File: src/logic/acnc_pkg.sv
/*
 Package of the accumulator number conversion unit: operation codes,
 widths and field constants.
 Assumes a single clock domain; no registers reached by software.
*/
`default_nettype none
package acnc_pkg;
	localparam int ACC_W = 32;
	localparam int NIB_W = 4;
	localparam int NUM_DIGITS = 8;
	localparam int SEG_DIGITS = 4;
	localparam int SEG_BYTE_W = 8;
	localparam int REFL_IN_W = 16;
	localparam int BCD_W = 10;
	localparam logic [31:0] ACC_RESET = 32'h0000_0000;
	localparam logic [3:0] ORDER_MIN = 4'h1;
	localparam logic [3:0] ORDER_MAX = 4'h8;
	typedef enum logic [1:0] {
		ACNC_OP_NONE = 2'b00,
		ACNC_OP_SEG = 2'b01,
		ACNC_OP_REFL = 2'b10,
		ACNC_OP_REORDER = 2'b11
	} acnc_op_t;
endpackage
`default_nettype wire

File: src/logic/acnc_unit.sv
/*
 Accumulator number conversion unit: seven-segment convert, reflected
 code to decimal, and digit reorder, with zero and negative flags.
 Assumes the sequencer presents the accumulator and first stack level
 on the same clock and pulses op_valid for one cycle per operation.
*/
// Functional notes
// - Segment convert turns four accumulator hex digits into segment patterns.
// - Reflected code convert turns 16-bit code into BCD in low 10 bits.
// - After reflected code convert, upper 22 accumulator bits are zero.
// - Conversion is exact for encoders of up to 400 counts (values 0 to 399).
// - Zero flag follows result after reflected convert or reorder.
// - Negative flag follows result MSB after reflected convert or reorder.
// - Reorder rearranges up to eight stack digits into the accumulator.
// - Order nibble at position p names destination of stack digit p.
// - Order nibble 0 or 9 to F drops that source digit.
// - Duplicate destinations take digit of most significant order nibble.
`timescale 1ns/1ps
`default_nettype none
module acnc_unit (
	input wire logic clk,
	input wire logic rst_n,
	input wire logic clk_en,
	input wire logic op_valid,
	input wire acnc_pkg::acnc_op_t op_code,
	input wire logic [31:0] acc_in,
	input wire logic [31:0] stack1_in,
	output logic [31:0] acc_out,
	output logic result_zero_flag,
	output logic result_negative_flag,
	output logic done
);

	////////////////////////////////////////////////////////////////////
	// Segment pattern of one hex digit, a in bit 0 .. g in bit 6
	function automatic logic [7:0] acnc_seg(input logic [3:0] d);
		logic [7:0] s;
		s = 8'h00;
		unique case (d)
			4'h0: s = 8'h3F;
			4'h1: s = 8'h06;
			4'h2: s = 8'h5B;
			4'h3: s = 8'h4F;
			4'h4: s = 8'h66;
			4'h5: s = 8'h6D;
			4'h6: s = 8'h7D;
			4'h7: s = 8'h07;
			4'h8: s = 8'h7F;
			4'h9: s = 8'h6F;
			4'hA: s = 8'h77;
			4'hB: s = 8'h7C;
			4'hC: s = 8'h39;
			4'hD: s = 8'h5E;
			4'hE: s = 8'h79;
			4'hF: s = 8'h71;
		endcase
		return s;
	endfunction

	// Order nibble is a usable destination 1..8
	function automatic logic acnc_ord_ok(input logic [3:0] o);
		return (o >= acnc_pkg::ORDER_MIN) && (o <= acnc_pkg::ORDER_MAX);
	endfunction

	////////////////////////////////////////////////////////////////////
	// Seven-segment result, digit 0 in the low byte
	wire logic [31:0] seg_res;
	genvar gi;
	generate
		for (gi = 0; gi < acnc_pkg::SEG_DIGITS; gi++) begin : g_seg
			assign seg_res[gi*8 +: 8] = acnc_seg(acc_in[gi*4 +: 4]);
		end
	endgenerate

	// Reflected code to binary: each bit is xor of its own code bit and all code bits above
	wire logic [15:0] refl_bin;
	assign refl_bin[15] = acc_in[15];
	generate
		for (gi = 0; gi < 15; gi++) begin : g_refl
			assign refl_bin[gi] = refl_bin[gi+1] ^ acc_in[gi];
		end
	endgenerate

	// Binary to BCD by shift-and-add-three, low ten bits kept
	logic [31:0] refl_res;
	always_comb begin
		logic [19:0] bcd;
		bcd = 20'h00000;
		for (int i = 15; i >= 0; i--) begin
			for (int k = 0; k < 5; k++) begin
				if (bcd[k*4 +: 4] >= 4'h5) begin
					bcd[k*4 +: 4] = bcd[k*4 +: 4] + 4'h3;
				end
			end
			bcd = {bcd[18:0], refl_bin[i]};
		end
		refl_res = {22'h000000, bcd[9:0]};
	end

	// Digit reorder: higher source positions overwrite lower ones
	logic [31:0] reord_res;
	always_comb begin
		logic [3:0] dst;
		reord_res = 32'h0000_0000;
		dst = 4'h0;
		for (int p = 0; p < acnc_pkg::NUM_DIGITS; p++) begin
			dst = acc_in[p*4 +: 4];
			if (acnc_ord_ok(dst)) begin
				reord_res[(dst - 4'h1)*4 +: 4] = stack1_in[p*4 +: 4];
			end
		end
	end

	////////////////////////////////////////////////////////////////////
	// Result selection
	wire logic [31:0] op_res;
	wire logic op_flags;
	assign op_res = (op_code == acnc_pkg::ACNC_OP_SEG) ? seg_res :
		(op_code == acnc_pkg::ACNC_OP_REFL) ? refl_res :
		(op_code == acnc_pkg::ACNC_OP_REORDER) ? reord_res : acc_in;
	assign op_flags = (op_code == acnc_pkg::ACNC_OP_REFL) ||
		(op_code == acnc_pkg::ACNC_OP_REORDER);

	logic [31:0] acc_reg;
	logic zero_reg;
	logic neg_reg;
	logic done_reg;

	// Accumulator updated on an accepted operation, flags only on reflected convert or reorder
	always_ff @(posedge clk) begin
		if (!rst_n) begin
			acc_reg <= acnc_pkg::ACC_RESET;
			zero_reg <= 1'b0;
			neg_reg <= 1'b0;
			done_reg <= 1'b0;
		end else if (clk_en) begin
			done_reg <= op_valid && (op_code != acnc_pkg::ACNC_OP_NONE);
			if (op_valid && (op_code != acnc_pkg::ACNC_OP_NONE)) begin
				acc_reg <= op_res;
			end
			if (op_valid && op_flags) begin
				zero_reg <= (op_res == 32'h0000_0000);
				neg_reg <= op_res[31];
			end
		end
	end

	assign acc_out = acc_reg;
	assign result_zero_flag = zero_reg;
	assign result_negative_flag = neg_reg;
	assign done = done_reg;

	////////////////////////////////////////////////////////////////////
	// Checks
	wire logic take;
	assign take = clk_en && op_valid;

	property p_refl_upper;
		@(posedge clk) disable iff (!rst_n)
		(take && op_code == acnc_pkg::ACNC_OP_REFL) |=>
			(acc_out[31:10] == 22'h000000) && !result_negative_flag;
	endproperty
	refl_upper_a: assert property (p_refl_upper)
		else $error("upper bits not cleared");

	refl_value_a: assert property (@(posedge clk) disable iff (!rst_n)
		(take && op_code == acnc_pkg::ACNC_OP_REFL && acc_in[15:0] == 16'h0000)
		|=> acc_out == 32'h0000_0000 && result_zero_flag)
		else $error("zero code not converted to zero");

	seg_digit_a: assert property (@(posedge clk) disable iff (!rst_n)
		(take && op_code == acnc_pkg::ACNC_OP_SEG && acc_in[15:0] == 16'h0008)
		|=> acc_out == 32'h3F3F_3F7F)
		else $error("segment pattern wrong");

	seg_bit7_a: assert property (@(posedge clk) disable iff (!rst_n)
		(take && op_code == acnc_pkg::ACNC_OP_SEG) |=>
			(acc_out & 32'h8080_8080) == 32'h0000_0000)
		else $error("segment bit 7 set");

	zero_flag_a: assert property (@(posedge clk) disable iff (!rst_n)
		(take && op_flags) |=>
			result_zero_flag == (acc_out == 32'h0000_0000))
		else $error("zero flag mismatch");

	neg_flag_a: assert property (@(posedge clk) disable iff (!rst_n)
		(take && op_flags) |=> result_negative_flag == acc_out[31])
		else $error("negative flag mismatch");

	reord_ident_a: assert property (@(posedge clk) disable iff (!rst_n)
		(take && op_code == acnc_pkg::ACNC_OP_REORDER &&
			acc_in == 32'h8765_4321) |=> acc_out == $past(stack1_in))
		else $error("identity reorder wrong");

	reord_drop_a: assert property (@(posedge clk) disable iff (!rst_n)
		(take && op_code == acnc_pkg::ACNC_OP_REORDER &&
			acc_in == 32'h0009_FFA0) |=> acc_out == 32'h0000_0000)
		else $error("invalid order not dropped");

	reord_dup_a: assert property (@(posedge clk) disable iff (!rst_n)
		(take && op_code == acnc_pkg::ACNC_OP_REORDER &&
			acc_in == 32'h0000_0011) |=>
			acc_out == {28'h0000000, $past(stack1_in[7:4])})
		else $error("duplicate order not resolved");

	hold_a: assert property (@(posedge clk) disable iff (!rst_n)
		!take |=> $stable(acc_out) && !done)
		else $error("accumulator changed without operation");

	cov_seg_c: cover property (@(posedge clk) disable iff (!rst_n)
		take && op_code == acnc_pkg::ACNC_OP_SEG);
	cov_refl_c: cover property (@(posedge clk) disable iff (!rst_n)
		take && op_code == acnc_pkg::ACNC_OP_REFL ##1 result_zero_flag);
	cov_reord_c: cover property (@(posedge clk) disable iff (!rst_n)
		take && op_code == acnc_pkg::ACNC_OP_REORDER ##1
			result_negative_flag);
endmodule
`default_nettype wire

File: config.mk
export PLATFORM = sky130hd
export DESIGN_NAME = acnc_unit
export DESIGN_NICKNAME = d
export VERILOG_FILES = /design/src/logic/acnc_pkg.sv /design/src/logic/acnc_unit.sv
export SDC_FILE = /design/constraint.sdc
export NUM_CORES = 1
export LEC_CHECK = 0
export ABC_AREA = 1
export BUFFER_PORTS_ARGS = -buffer_cell sky130_fd_sc_hd__buf_2
export CORE_ASPECT_RATIO = 0.7
export CORE_MARGIN = 5
export CORE_UTILIZATION = 26
export CTS_BUF_LIST = sky130_fd_sc_hd__clkbuf_8
export CTS_CLUSTER_DIAMETER = 200
export DETAILED_ROUTE_END_ITERATION = 12
export PLACE_DENSITY = 0.38
export SETUP_SLACK_MARGIN = 0.4
export SLEW_MARGIN = 20
export SYNTH_ARGS = -nofsm -noshare
export SYNTH_HDL_FRONTEND = slang
export SYNTH_SLANG_ARGS = --single-unit
export TNS_END_PERCENT = 1
File: constraint.sdc
create_clock -name clk -period 12.8 [get_ports clk]
set_input_delay 1.28 -clock clk [delete_from_list [all_inputs] [get_ports clk]]
set_output_delay 1.28 -clock clk [all_outputs]
set_load 0.01 [all_outputs]
==> report_table.html, run 1 <==
<table>
<tr><th>Metric</th><th>Value</th></tr>
<tr><th colspan="2">Worst setup path</th></tr>
<tr><td>Combined buffer and inverter count along the critical path</td><td>18</td></tr>
<tr><td>Family with the most delay on the worst path</td><td>simple AND/OR/NAND/NOR gates</td></tr>
<tr><td>Library cell contributing the largest single delay on the critical path</td><td>sky130_fd_sc_hd__ha_1</td></tr>
<tr><td>Maximum cell stage delay along the critical path</td><td>320 ps</td></tr>
<tr><td>Startpoint type of the worst setup path</td><td>input port</td></tr>
<tr><td>Crit path capture type</td><td>flip-flop</td></tr>
<tr><td>Worst Setup Path Type</td><td>input port to flip-flop</td></tr>
<tr><td>Top fanout value on the critical path</td><td>10</td></tr>
<tr><td>Worst path required time</td><td>13,010 ps</td></tr>
<tr><td>CP dominant cell by count</td><td>sky130_fd_sc_hd__nand2_1</td></tr>
<tr><td>Crit path DAT</td><td>11,400 ps</td></tr>
<tr><th colspan="2">Final layout</th></tr>
<tr><td>Area growth from synthesis to layout</td><td>11.5%</td></tr>
<tr><td>Flip-flop count of the largest register after layout</td><td>32</td></tr>
<tr><td>Total number of nets in the final design</td><td>2,405</td></tr>
<tr><td>Ratio of cells with drive above 1 in the final layout</td><td>10.1%</td></tr>
<tr><th colspan="2">Floorplan</th></tr>
<tr><td>X dimension of the die</td><td>265 um</td></tr>
<tr><td>Standard cell core area</td><td>0.0451 sq mm</td></tr>
<tr><td>Total Die Area</td><td>0.0500 sq mm</td></tr>
<tr><td>Starting utilization of the core area</td><td>26.3%</td></tr>
<tr><td>I/O pin count</td><td>105</td></tr>
<tr><td>Row count</td><td>65</td></tr>
<tr><td>Die Height</td><td>189 um</td></tr>
<tr><th colspan="2">STA</th></tr>
<tr><td>Actual transition at the worst max-transition pin</td><td>993 ps</td></tr>
<tr><td>Final-layout setup total negative slack</td><td>0 ps</td></tr>
<tr><td>Achievable clock frequency</td><td>89.4 MHz</td></tr>
<tr><td>RSZ-0062 raised after global routing</td><td>no</td></tr>
<tr><td>Final hold violation count</td><td>0</td></tr>
<tr><td>Final setup fails</td><td>0</td></tr>
<tr><td>Fin. max-slew vios</td><td>0</td></tr>
<tr><td>Fin crit period</td><td>11,190 ps</td></tr>
<tr><td>Worst Skew</td><td>0 ps</td></tr>
<tr><td>Worst rel slew slack</td><td>33.1%</td></tr>
<tr><td>Final critical-path share of the clock period</td><td>87.4%</td></tr>
<tr><th colspan="2">Yosys</th></tr>
<tr><td>Number of warnings issued by yosys</td><td>0</td></tr>
<tr><td>Mean post-synth cell area</td><td>5.59 sq um</td></tr>
<tr><td>Top flip-flop cell by instance count after synthesis</td><td>sky130_fd_sc_hd__dfxtp_1</td></tr>
<tr><td>Post-synthesis instance area</td><td>0.0119 sq mm</td></tr>
<tr><td>Synthesized netlist net count</td><td>2,319</td></tr>
<tr><td>Number of flip-flops and latches in the synthesized netlist</td><td>35</td></tr>
<tr><td>Number of unique standard cell types used by synthesis</td><td>60</td></tr>
<tr><td>Share of async-settable or async-resettable flops after synthesis</td><td>0%</td></tr>
<tr><td>Share of synthesized area occupied by flip-flops and latches</td><td>5.91%</td></tr>
<tr><td>Instance count of the mapped netlist</td><td>2,119</td></tr>
<tr><td>Number of flops mapped to enable cells by yosys</td><td>0</td></tr>
<tr><th colspan="2">GRT</th></tr>
<tr><td>Initial antenna violation count</td><td>0</td></tr>
<tr><td>Via count of the first global-routing pass</td><td>12,956</td></tr>
<tr><td>GR Util All Layers</td><td>18.3%</td></tr>
<tr><td>Wire length of the first global-routing pass</td><td>74.3 mm</td></tr>
<tr><td>GRT overflow</td><td>0</td></tr>
<tr><td>Maximum number of pins on one net before global-route repair</td><td>45</td></tr>
<tr><th colspan="2">Run status</th></tr>
<tr><td>Result of the run</td><td>completed</td></tr>
<tr><th colspan="2">Flow run</th></tr>
<tr><td>Maximum capacitance violations</td><td>0</td></tr>
<tr><th colspan="2">Clock network</th></tr>
<tr><td>Clock-pin slew on the worst setup and hold paths</td><td>70 ps</td></tr>
<tr><td>H-tree levels</td><td>2</td></tr>
<tr><td>Bufs on Longest Clock Path</td><td>2</td></tr>
<tr><td>Number of clock sinks seen by CTS</td><td>35</td></tr>
<tr><td>CTS tree</td><td>done</td></tr>
<tr><td>Clock root buffer</td><td>sky130_fd_sc_hd__clkbuf_8</td></tr>
<tr><td>Clock latency on the worst-skew pair</td><td>280 ps</td></tr>
<tr><td>Number of buffers added by the clock tree synthesis step</td><td>5</td></tr>
<tr><th colspan="2">Worst hold path</th></tr>
<tr><td>Class of the worst hold path</td><td>flip-flop to flip-flop</td></tr>
<tr><th colspan="2">Route</th></tr>
<tr><td>Final WL</td><td>48.4 mm</td></tr>
<tr><td>First-pass DRT Iterations</td><td>5</td></tr>
<tr><td>Total vias in the final route</td><td>14,221</td></tr>
<tr><td>Remaining design rule violation count</td><td>0</td></tr>
<tr><td>Average wire per cell in the routed design</td><td>17.2 um</td></tr>
<tr><td>Antenna violation net count after detailed routing</td><td>0</td></tr>
<tr><td>Via-per-instance ratio</td><td>5.06</td></tr>
<tr><td>Starting DRT DRC Count</td><td>1,221</td></tr>
<tr><th colspan="2">Placed design</th></tr>
<tr><td>Port Buffers</td><td>104</td></tr>
<tr><td>Post-DP HPWL</td><td>41.9 mm</td></tr>
<tr><td>Routability congestion estimate</td><td>0.946</td></tr>
</table>
## final timing paths
kind / startpoint / end / slack (ps) / cells past startpoint
setup / recovery: acc_in[14] / result_zero_flag / 1610 / 86
hold / removal: done / done / 470 / 2
setup reg to reg: acc_out[6] / acc_out[6] / 12050 / 3
hold reg to reg: done / done / 470 / 2
## routing by layer
layer | share of wire (%) | vias to the layer above | GRT usage, %
met5 | 0 | - | 0
met2 | 36 | 451 | 23.9
met3 | 8.2 | 29 | 3.93
li1 | - | 7308 | -
met4 | 1.0 | 0 | 2.17
met1 | 55 | 6433 | 30.4
## placed cells by master (no fill, tap or decap), types with 6 or more instances in the layout
master	count
sky130_fd_sc_hd__a21oi_1	80
sky130_fd_sc_hd__a31oi_1	7
sky130_fd_sc_hd__buf_2	103
sky130_fd_sc_hd__buf_4	9
sky130_fd_sc_hd__clkinv_1	6
sky130_fd_sc_hd__dfxtp_1	35
sky130_fd_sc_hd__ha_1	130
sky130_fd_sc_hd__inv_1	370
sky130_fd_sc_hd__inv_2	16
sky130_fd_sc_hd__nand2_1	472
sky130_fd_sc_hd__nand2_2	27
sky130_fd_sc_hd__nand2_4	9
sky130_fd_sc_hd__nand3_1	150
sky130_fd_sc_hd__nand3_2	13
sky130_fd_sc_hd__nand3b_1	8
sky130_fd_sc_hd__nand4_1	44
sky130_fd_sc_hd__nor2_1	228
sky130_fd_sc_hd__nor3_1	49
sky130_fd_sc_hd__nor4_1	38
sky130_fd_sc_hd__o211ai_1	73
sky130_fd_sc_hd__o21ai_0	162
sky130_fd_sc_hd__o21ai_1	17
sky130_fd_sc_hd__o21ai_2	8
sky130_fd_sc_hd__o221ai_1	22
sky130_fd_sc_hd__o22ai_1	28
sky130_fd_sc_hd__o311ai_0	12
sky130_fd_sc_hd__xor2_1	8
sky130_fd_sc_hd__xor2_4	12
## per-stage QoR
| stage | setup slack (ps) | hold WS, ps | instances | cell area, sq um | util [%] |
|---|---|---|---|---|---|
| after floorplan | 2250 | 487 | 2119 | 11900 | - |
| final | 1610 | 466 | 2809 | 13200 | 29.3 |
| after CTS | 1270 | 468 | 2803 | 13100 | 29.1 |
| after global routing | 398 | 497 | 2808 | 13200 | 29.3 |
| after global placement | 1350 | 452 | 2796 | 13000 | 28.9 |
| after detailed placement | 1010 | 457 | 2796 | 13000 | 28.9 |
## final cells by class
cell class	instances	area, sq um
fill	5164	31800
clock inverter	2	33.8
sequential	35	701
tap	603	754
inverter	392	1480
multi-input combinational	1658	9590
antenna	1	2.50
timing repair buffer	113	591
clock buffer	5	68.8
## logic make-up (layout without fill, tap and decap cells)
kind of cell               count (synthesis)  count (layout)  share of synthesized area, %
other                                      0               1                             0
DFF                                       35              35                          5.91
AOI/OAI and AO/OA                        447             447                          23.2
xor gates and xnor gates                  25              25                          3.68
adders and majority gates                130             130                          13.7
and+or+nand+nor                         1055            1055                          39.9
buffers and inverters                    426             512                          13.5
muxes                                      1               1                        0.0845
## synthesized netlist by cell type (5+ instances only)
cell type | count | area (sq um)
sky130_fd_sc_hd__nand2_1 | 472 | 1770
sky130_fd_sc_hd__inv_1 | 369 | 1390
sky130_fd_sc_hd__nor2_1 | 229 | 860
sky130_fd_sc_hd__o21ai_0 | 162 | 811
sky130_fd_sc_hd__nand3_1 | 150 | 751
sky130_fd_sc_hd__ha_1 | 130 | 1630
sky130_fd_sc_hd__a21oi_1 | 80 | 400
sky130_fd_sc_hd__o211ai_1 | 73 | 548
sky130_fd_sc_hd__nor3_1 | 49 | 245
sky130_fd_sc_hd__nand4_1 | 44 | 275
sky130_fd_sc_hd__nor4_1 | 38 | 238
sky130_fd_sc_hd__dfxtp_1 | 35 | 701
sky130_fd_sc_hd__clkbuf_1 | 33 | 124
sky130_fd_sc_hd__o22ai_1 | 28 | 175
sky130_fd_sc_hd__nand2_2 | 27 | 169
sky130_fd_sc_hd__o221ai_1 | 22 | 193
sky130_fd_sc_hd__o21ai_1 | 17 | 85.1
sky130_fd_sc_hd__inv_2 | 16 | 60.1
sky130_fd_sc_hd__nand3_2 | 13 | 130
sky130_fd_sc_hd__o311ai_0 | 12 | 105
sky130_fd_sc_hd__xor2_1 | 10 | 87.6
sky130_fd_sc_hd__xor2_4 | 10 | 275
sky130_fd_sc_hd__nand2_4 | 9 | 101
sky130_fd_sc_hd__nand3b_1 | 8 | 60.1
sky130_fd_sc_hd__o21ai_2 | 8 | 70.1
sky130_fd_sc_hd__a31oi_1 | 7 | 43.8
sky130_fd_sc_hd__clkinv_1 | 7 | 26.3
sky130_fd_sc_hd__a211oi_1 | 5 | 37.5
sky130_fd_sc_hd__o31ai_1 | 5 | 37.5
## timing repair
| item | 4_1_cts | 5_1_grt |
|---|---|---|
| resized for setup | 0 | 7 |
| buffers inserted | 0 | 5 |
| hold buffers | 0 | 0 |
| setup endpoints to repair | 0 | 3 |
## tightest hold or removal path: stages, from the launching register on
cell                      delay (ps)
sky130_fd_sc_hd__dfxtp_1         310
sky130_fd_sc_hd__nand2_1          60
sky130_fd_sc_hd__a21oi_1          50
Power of run 1 is not shown: default switching activity piles up to over one toggle a cycle in this logic, so the estimate is an artifact.
==> inputs of run 2 (changes only) <==
--- a/config.mk
+++ b/config.mk
@@ -11,8 +11,8 @@
 export CORE_MARGIN = 5
 export CORE_UTILIZATION = 26
 export CTS_BUF_LIST = sky130_fd_sc_hd__clkbuf_8
-export CTS_CLUSTER_DIAMETER = 200
 export DETAILED_ROUTE_END_ITERATION = 12
+export GPL_TIMING_DRIVEN = 0
 export PLACE_DENSITY = 0.38
 export SETUP_SLACK_MARGIN = 0.4
 export SLEW_MARGIN = 20
==> run 2 against run 1 <==
Clock skew unchanged. Via count up 1.0%. Cell area up 0.76%. Non-clock buffer count up 27. Count of clock-buffer cells in the layout up 1.
==> report_table.html, run 2 (synthesis gave the netlist of run 1 again) <==
<table>
<tr><th>Metric</th><th>Value</th></tr>
<tr><th colspan="2">Final layout</th></tr>
<tr><td>Commonest cells after routing, fill and taps aside</td><td>469 x sky130_fd_sc_hd__nand2_1, 369 x sky130_fd_sc_hd__inv_1, 228 x sky130_fd_sc_hd__nor2_1</td></tr>
<tr><td>Flip-flop count of the largest register after layout</td><td>32</td></tr>
<tr><td>Leading cell type in the layout, fill and taps excluded</td><td>sky130_fd_sc_hd__nand2_1</td></tr>
<tr><td>Antenna Cells</td><td>0</td></tr>
<tr><td>Filler-free cell count of the finished design</td><td>2,835</td></tr>
<tr><td>Total number of nets in the final design</td><td>2,432</td></tr>
<tr><td>Ratio of cells with drive above 1 in the final layout</td><td>10.0%</td></tr>
<tr><td>Area growth from synthesis to layout</td><td>12.4%</td></tr>
<tr><th colspan="2">Worst setup path</th></tr>
<tr><td>Family with the most delay on the worst path</td><td>simple AND/OR/NAND/NOR gates</td></tr>
<tr><td>Crit path DAT</td><td>11,540 ps</td></tr>
<tr><td>Top fanout value on the critical path</td><td>8</td></tr>
<tr><td>Reg-to-reg setup timing slack</td><td>12,060 ps</td></tr>
<tr><td>Critical register-to-register path startpoint</td><td>acc_out[19]</td></tr>
<tr><td>Worst path required time</td><td>13,020 ps</td></tr>
<tr><td>Maximum cell stage delay along the critical path</td><td>320 ps</td></tr>
<tr><td>Reg-to-Reg End</td><td>acc_out[19]</td></tr>
<tr><td>Library cell contributing the largest single delay on the critical path</td><td>sky130_fd_sc_hd__ha_1</td></tr>
<tr><td>Crit path capture type</td><td>flip-flop</td></tr>
<tr><td>Worst Setup Path Type</td><td>input port to flip-flop</td></tr>
<tr><td>Startpoint of the most critical setup path</td><td>acc_in[14]</td></tr>
<tr><td>R2r worst-path depth</td><td>4</td></tr>
<tr><td>Combined buffer and inverter count along the critical path</td><td>18</td></tr>
<tr><td>Startpoint type of the worst setup path</td><td>input port</td></tr>
<tr><td>CP dominant cell by count</td><td>sky130_fd_sc_hd__nand2_1</td></tr>
<tr><th colspan="2">Route</th></tr>
<tr><td>Average wire per cell in the routed design</td><td>17.2 um</td></tr>
<tr><td>Starting DRT DRC Count</td><td>1,246</td></tr>
<tr><td>Antenna violation net count after detailed routing</td><td>0</td></tr>
<tr><td>First-pass DRT Iterations</td><td>5</td></tr>
<tr><td>Total vias in the final route</td><td>14,366</td></tr>
<tr><td>Final WL</td><td>48.7 mm</td></tr>
<tr><td>Via-per-instance ratio</td><td>5.07</td></tr>
<tr><td>Remaining design rule violation count</td><td>0</td></tr>
<tr><th colspan="2">Floorplan</th></tr>
<tr><td>Starting utilization of the core area</td><td>26.3%</td></tr>
<tr><td>Total Die Area</td><td>0.0500 sq mm</td></tr>
<tr><td>Row count</td><td>65</td></tr>
<tr><td>X dimension of the die</td><td>265 um</td></tr>
<tr><td>I/O pin count</td><td>105</td></tr>
<tr><td>Standard cell core area</td><td>0.0451 sq mm</td></tr>
<tr><td>Die Height</td><td>189 um</td></tr>
<tr><th colspan="2">Placed design</th></tr>
<tr><td>Post-DP HPWL</td><td>42.5 mm</td></tr>
<tr><td>Port Buffers</td><td>101</td></tr>
<tr><td>Cell count after placement</td><td>2,823</td></tr>
<tr><td>Setup slack after placement</td><td>268 ps</td></tr>
<tr><td>Routability congestion estimate</td><td>0.906</td></tr>
<tr><th colspan="2">Worst hold path</th></tr>
<tr><td>Startpoint of the tightest hold check path</td><td>done</td></tr>
<tr><td>Hold Crit Endpoint</td><td>done</td></tr>
<tr><td>Class of the worst hold path</td><td>flip-flop to flip-flop</td></tr>
<tr><td>Min-Delay Path Depth</td><td>2</td></tr>
<tr><th colspan="2">Clock network</th></tr>
<tr><td>Clock-pin slew on the worst setup and hold paths</td><td>70 ps</td></tr>
<tr><td>Bufs on Longest Clock Path</td><td>2</td></tr>
<tr><td>Number of clock sinks seen by CTS</td><td>35</td></tr>
<tr><td>Number of buffers added by the clock tree synthesis step</td><td>5</td></tr>
<tr><td>Clock latency on the worst-skew pair</td><td>290 ps</td></tr>
<tr><td>Clock root buffer</td><td>sky130_fd_sc_hd__clkbuf_8</td></tr>
<tr><td>Total of hold buffers inserted after clock tree synthesis</td><td>0</td></tr>
<tr><td>CTS tree</td><td>done</td></tr>
<tr><td>H-tree levels</td><td>2</td></tr>
<tr><th colspan="2">STA</th></tr>
<tr><td>Actual transition at the worst max-transition pin</td><td>1030 ps</td></tr>
<tr><td>RSZ-0062 raised after global routing</td><td>no</td></tr>
<tr><td>Fin. max-slew vios</td><td>0</td></tr>
<tr><td>Final worst-path setup slack</td><td>1470 ps</td></tr>
<tr><td>Fin crit period</td><td>11,330 ps</td></tr>
<tr><td>Final setup fails</td><td>0</td></tr>
<tr><td>Final critical-path share of the clock period</td><td>88.5%</td></tr>
<tr><td>Final hold violation count</td><td>0</td></tr>
<tr><td>Final-layout setup total negative slack</td><td>0 ps</td></tr>
<tr><td>Smallest hold slack</td><td>476 ps</td></tr>
<tr><td>Worst Skew</td><td>0 ps</td></tr>
<tr><td>Worst rel slew slack</td><td>29.5%</td></tr>
<tr><td>Achievable clock frequency</td><td>88.3 MHz</td></tr>
<tr><th colspan="2">Flow run</th></tr>
<tr><td>Maximum capacitance violations</td><td>0</td></tr>
<tr><th colspan="2">Run status</th></tr>
<tr><td>Result of the run</td><td>completed</td></tr>
<tr><th colspan="2">GRT</th></tr>
<tr><td>GRT overflow</td><td>0</td></tr>
<tr><td>Initial antenna violation count</td><td>1</td></tr>
<tr><td>Wire length of the first global-routing pass</td><td>73.8 mm</td></tr>
<tr><td>Via count of the first global-routing pass</td><td>12,750</td></tr>
<tr><td>Maximum number of pins on one net before global-route repair</td><td>14</td></tr>
<tr><td>GR Util All Layers</td><td>18.3%</td></tr>
</table>
run 2: changes by cell type in the layout (fill, tap and decap cells not counted), moves of 2 or more:
cell,change
sky130_fd_sc_hd__nand2_1,-3
sky130_fd_sc_hd__buf_2,-2
sky130_fd_sc_hd__nand2_2,+3
sky130_fd_sc_hd__clkbuf_1,+33
sky130_fd_sc_hd__buf_4,-4
run 2: worst max-delay path by stage:
stage                             to  slack [ps]  cells past startpoint
global route        result_zero_flag         370                     87
global placement    result_zero_flag         400                     88
CTS                 result_zero_flag         510                     88
floorplan           result_zero_flag        2250                     88
detailed placement  result_zero_flag         270                     87
finish              result_zero_flag        1470                     85
run 2: final cells by class:
| class | count | area, sq um |
|---|---|---|
| Clock buffer | 6 | 82.6 |
| Tap cell | 603 | 754 |
| Fill cell | 5231 | 31700 |
| Clock inverter | 1 | 5.00 |
| Sequential cell | 35 | 701 |
| Inverter | 392 | 1480 |
| Multi-Input combinational cell | 1658 | 9620 |
| Buffer | 34 | 135 |
| Timing Repair Buffer | 106 | 543 |
run 2: timing repair:
action	CTS	global route
endpoints found under the setup margin	0	9
gates resized for setup	0	16
setup buffers	0	5
run 2: metrics by stage:
| stage | instance area [sq um] | util [%] |
|---|---|---|
| 3_5_place_dp | 13100 | 29.1 |
| 3_3_place_gp | 13100 | 29.1 |
| 2_1_floorplan | 11900 | - |
| 6_report | 13300 | 29.6 |
| 4_1_cts | 13200 | 29.3 |
| 5_1_grt | 13300 | 29.6 |
run 2: metal layers:
metal  routed length (um)  GRT usage [%]
met1                27100           31.1
met2                17700           24.3
met3                 3620           2.58
met4                  313           1.37
met5                    0              0
run 2: worst reg2reg max path: stages, from the launching register on:
cell	delay [ps]
sky130_fd_sc_hd__dfxtp_1	340
sky130_fd_sc_hd__nor2_1	110
sky130_fd_sc_hd__nor2_1	50
sky130_fd_sc_hd__o21ai_0	80
sky130_fd_sc_hd__inv_1	50
Power of run 2 is left out for the same reason.
==> inputs of run 3 (changes only) <==
--- a/config.mk
+++ b/config.mk
@@ -7,7 +7,7 @@
 export LEC_CHECK = 0
 export ABC_AREA = 1
 export BUFFER_PORTS_ARGS = -buffer_cell sky130_fd_sc_hd__buf_2
-export CORE_ASPECT_RATIO = 0.7
+export CORE_ASPECT_RATIO = 1.4
 export CORE_MARGIN = 5
 export CORE_UTILIZATION = 26
 export CTS_BUF_LIST = sky130_fd_sc_hd__clkbuf_8
==> run 3 against run 2 <==
Non-clock buffer count is 2 higher. Core utilization about the same. Wire length rose by 0.26%. First-iteration DRC count shrank 30%. Flip-flop and latch count is the same. Count of clock-buffer cells in the layout fell by 1. Global-route usage increased by 0.47 points. Sequential share of layout area about the same. Highest routed layer unchanged. Via count about the same. Largest cell class unchanged. Register-to-register slack about the same. Cell area rose by 0.27%. Hold slack improved by 4.2 ps.
==> report_table.html, run 3 (synthesis gave the netlist of run 1 again) <==
<table>
<tr><th>Metric</th><th>Value</th></tr>
<tr><th colspan="2">Run status</th></tr>
<tr><td>Result of the run</td><td>completed</td></tr>
<tr><th colspan="2">Route</th></tr>
<tr><td>Final WL</td><td>48.8 mm</td></tr>
<tr><td>Antenna violation net count after detailed routing</td><td>0</td></tr>
<tr><td>Average wire per cell in the routed design</td><td>17.2 um</td></tr>
<tr><td>Via-per-instance ratio</td><td>5.04</td></tr>
<tr><td>Remaining design rule violation count</td><td>0</td></tr>
<tr><td>Total vias in the final route</td><td>14,355</td></tr>
<tr><td>Starting DRT DRC Count</td><td>875</td></tr>
<tr><td>First-pass DRT Iterations</td><td>6</td></tr>
<tr><th colspan="2">Final layout</th></tr>
<tr><td>Leading cell type in the layout, fill and taps excluded</td><td>sky130_fd_sc_hd__nand2_1</td></tr>
<tr><td>Area growth from synthesis to layout</td><td>12.7%</td></tr>
<tr><td>Ratio of cells with drive above 1 in the final layout</td><td>10.2%</td></tr>
<tr><td>Commonest cells after routing, fill and taps aside</td><td>469 x sky130_fd_sc_hd__nand2_1, 368 x sky130_fd_sc_hd__inv_1, 229 x sky130_fd_sc_hd__nor2_1</td></tr>
<tr><td>Flip-flop count of the largest register after layout</td><td>32</td></tr>
<tr><td>Total number of nets in the final design</td><td>2,434</td></tr>
<tr><th colspan="2">Worst setup path</th></tr>
<tr><td>CP dominant cell by count</td><td>sky130_fd_sc_hd__nand2_1</td></tr>
<tr><td>Top fanout value on the critical path</td><td>8</td></tr>
<tr><td>Worst Setup Path Type</td><td>input port to flip-flop</td></tr>
<tr><td>Startpoint of the most critical setup path</td><td>acc_in[14]</td></tr>
<tr><td>Maximum cell stage delay along the critical path</td><td>320 ps</td></tr>
<tr><td>Critical register-to-register path startpoint</td><td>acc_out[17]</td></tr>
<tr><td>Crit path DAT</td><td>11,600 ps</td></tr>
<tr><td>Library cell contributing the largest single delay on the critical path</td><td>sky130_fd_sc_hd__ha_1</td></tr>
<tr><td>Reg-to-reg setup timing slack</td><td>12,060 ps</td></tr>
<tr><td>Startpoint type of the worst setup path</td><td>input port</td></tr>
<tr><td>Crit path capture type</td><td>flip-flop</td></tr>
<tr><td>Worst path required time</td><td>13,010 ps</td></tr>
<tr><th colspan="2">STA</th></tr>
<tr><td>Achievable clock frequency</td><td>87.9 MHz</td></tr>
<tr><td>Worst rel slew slack</td><td>40.4%</td></tr>
<tr><td>Final setup fails</td><td>0</td></tr>
<tr><td>Fin crit period</td><td>11,380 ps</td></tr>
<tr><td>Actual transition at the worst max-transition pin</td><td>885 ps</td></tr>
<tr><td>Fin. max-slew vios</td><td>0</td></tr>
<tr><td>Final hold violation count</td><td>0</td></tr>
<tr><td>Final critical-path share of the clock period</td><td>88.9%</td></tr>
<tr><td>RSZ-0062 raised after global routing</td><td>no</td></tr>
<tr><td>Worst Skew</td><td>0 ps</td></tr>
<tr><td>Final-layout setup total negative slack</td><td>0 ps</td></tr>
<tr><th colspan="2">Clock network</th></tr>
<tr><td>Number of clock sinks seen by CTS</td><td>35</td></tr>
<tr><td>Clock latency on the worst-skew pair</td><td>280 ps</td></tr>
<tr><td>Clock-pin slew on the worst setup and hold paths</td><td>70 ps</td></tr>
<tr><td>H-tree levels</td><td>2</td></tr>
<tr><td>Bufs on Longest Clock Path</td><td>2</td></tr>
<tr><td>Clock root buffer</td><td>sky130_fd_sc_hd__clkbuf_8</td></tr>
<tr><td>Number of buffers added by the clock tree synthesis step</td><td>5</td></tr>
<tr><td>CTS tree</td><td>done</td></tr>
<tr><th colspan="2">Floorplan</th></tr>
<tr><td>Total Die Area</td><td>0.0500 sq mm</td></tr>
<tr><td>I/O pin count</td><td>105</td></tr>
<tr><td>Standard cell core area</td><td>0.0451 sq mm</td></tr>
<tr><td>X dimension of the die</td><td>190 um</td></tr>
<tr><td>Row count</td><td>92</td></tr>
<tr><td>Starting utilization of the core area</td><td>26.3%</td></tr>
<tr><td>Die Height</td><td>263 um</td></tr>
<tr><th colspan="2">GRT</th></tr>
<tr><td>Via count of the first global-routing pass</td><td>14,121</td></tr>
<tr><td>Maximum number of pins on one net before global-route repair</td><td>14</td></tr>
<tr><td>Wire length of the first global-routing pass</td><td>75.6 mm</td></tr>
<tr><td>GRT overflow</td><td>0</td></tr>
<tr><td>Initial antenna violation count</td><td>1</td></tr>
<tr><td>GR Util All Layers</td><td>18.7%</td></tr>
<tr><th colspan="2">Placed design</th></tr>
<tr><td>Port Buffers</td><td>101</td></tr>
<tr><td>Post-DP HPWL</td><td>42.7 mm</td></tr>
<tr><td>Routability congestion estimate</td><td>0.948</td></tr>
<tr><th colspan="2">Flow run</th></tr>
<tr><td>Maximum capacitance violations</td><td>0</td></tr>
<tr><th colspan="2">Worst hold path</th></tr>
<tr><td>Class of the worst hold path</td><td>flip-flop to flip-flop</td></tr>
<tr><td>Startpoint of the tightest hold check path</td><td>done</td></tr>
</table>
run 3: cell count changes in the layout (fill, tap and decap cells not counted), sizes merged:
cell | previous run | this run
buf | 107 | 109
bufinv | 0 | 1
clkbuf | 39 | 38
clkinv | 7 | 8
diode | 0 | 1
run 3: worst max-delay path: cells and delay by family:
family / cells / cell delay [ps]
and+or+nand+nor: 51 / 5070
buffers and inverters: 18 / 1420
xor gates and xnor gates: 4 / 900
adders and majority gates: 10 / 2280
AOI/OAI and AO/OA: 4 / 620
run 3: worst paths after layout:
| check | endpoint | depth (start not counted) |
|---|---|---|
| min reg2reg | done | 2 |
| max reg2reg | acc_out[17] | 4 |
| max | result_zero_flag | 87 |
| min | done | 2 |
run 3: final cells by class:
class,instances,area (sq um)
inverters,392,1480
clock inverters,3,43.8
repair buffers,108,558
clock buffers,5,68.8
flip-flops and latches,35,701
multi-input cells,1658,9610
diodes,1,2.50
well taps,611,764
plain buffers,34,135
fillers,5297,31800
run 3: metal layers:
| metal | share of wire (%) | wire length [um] | global-route usage [%] |
|---|---|---|---|
| met1 | 40 | 19500 | 20.8 |
| met2 | 53 | 26100 | 37.0 |
| met3 | 2.2 | 1090 | 1.02 |
| met4 | 4.4 | 2130 | 6.70 |
| met5 | 0 | 0 | 0 |
run 3: repair_timing:
action                                 CTS  global route
setup endpoints to repair                0             9
setup buffers                            0             7
endpoints found under the hold margin    0             0
hold buffers                             0             0
resized for setup                        0            15
run 3: stage by stage:
step	utilization [%]	cell area [sq um]	worst slack, ps	hold slack, ps	cells
finish	29.6	13400	1420	480	2847
global route	29.6	13400	391	506	2846
floorplan	-	11900	2250	487	2119
detailed placement	29.1	13100	259	471	2831
global placement	29.1	13100	372	466	2831
CTS	29.3	13200	525	485	2839
Power of run 3 is left out for the same reason.
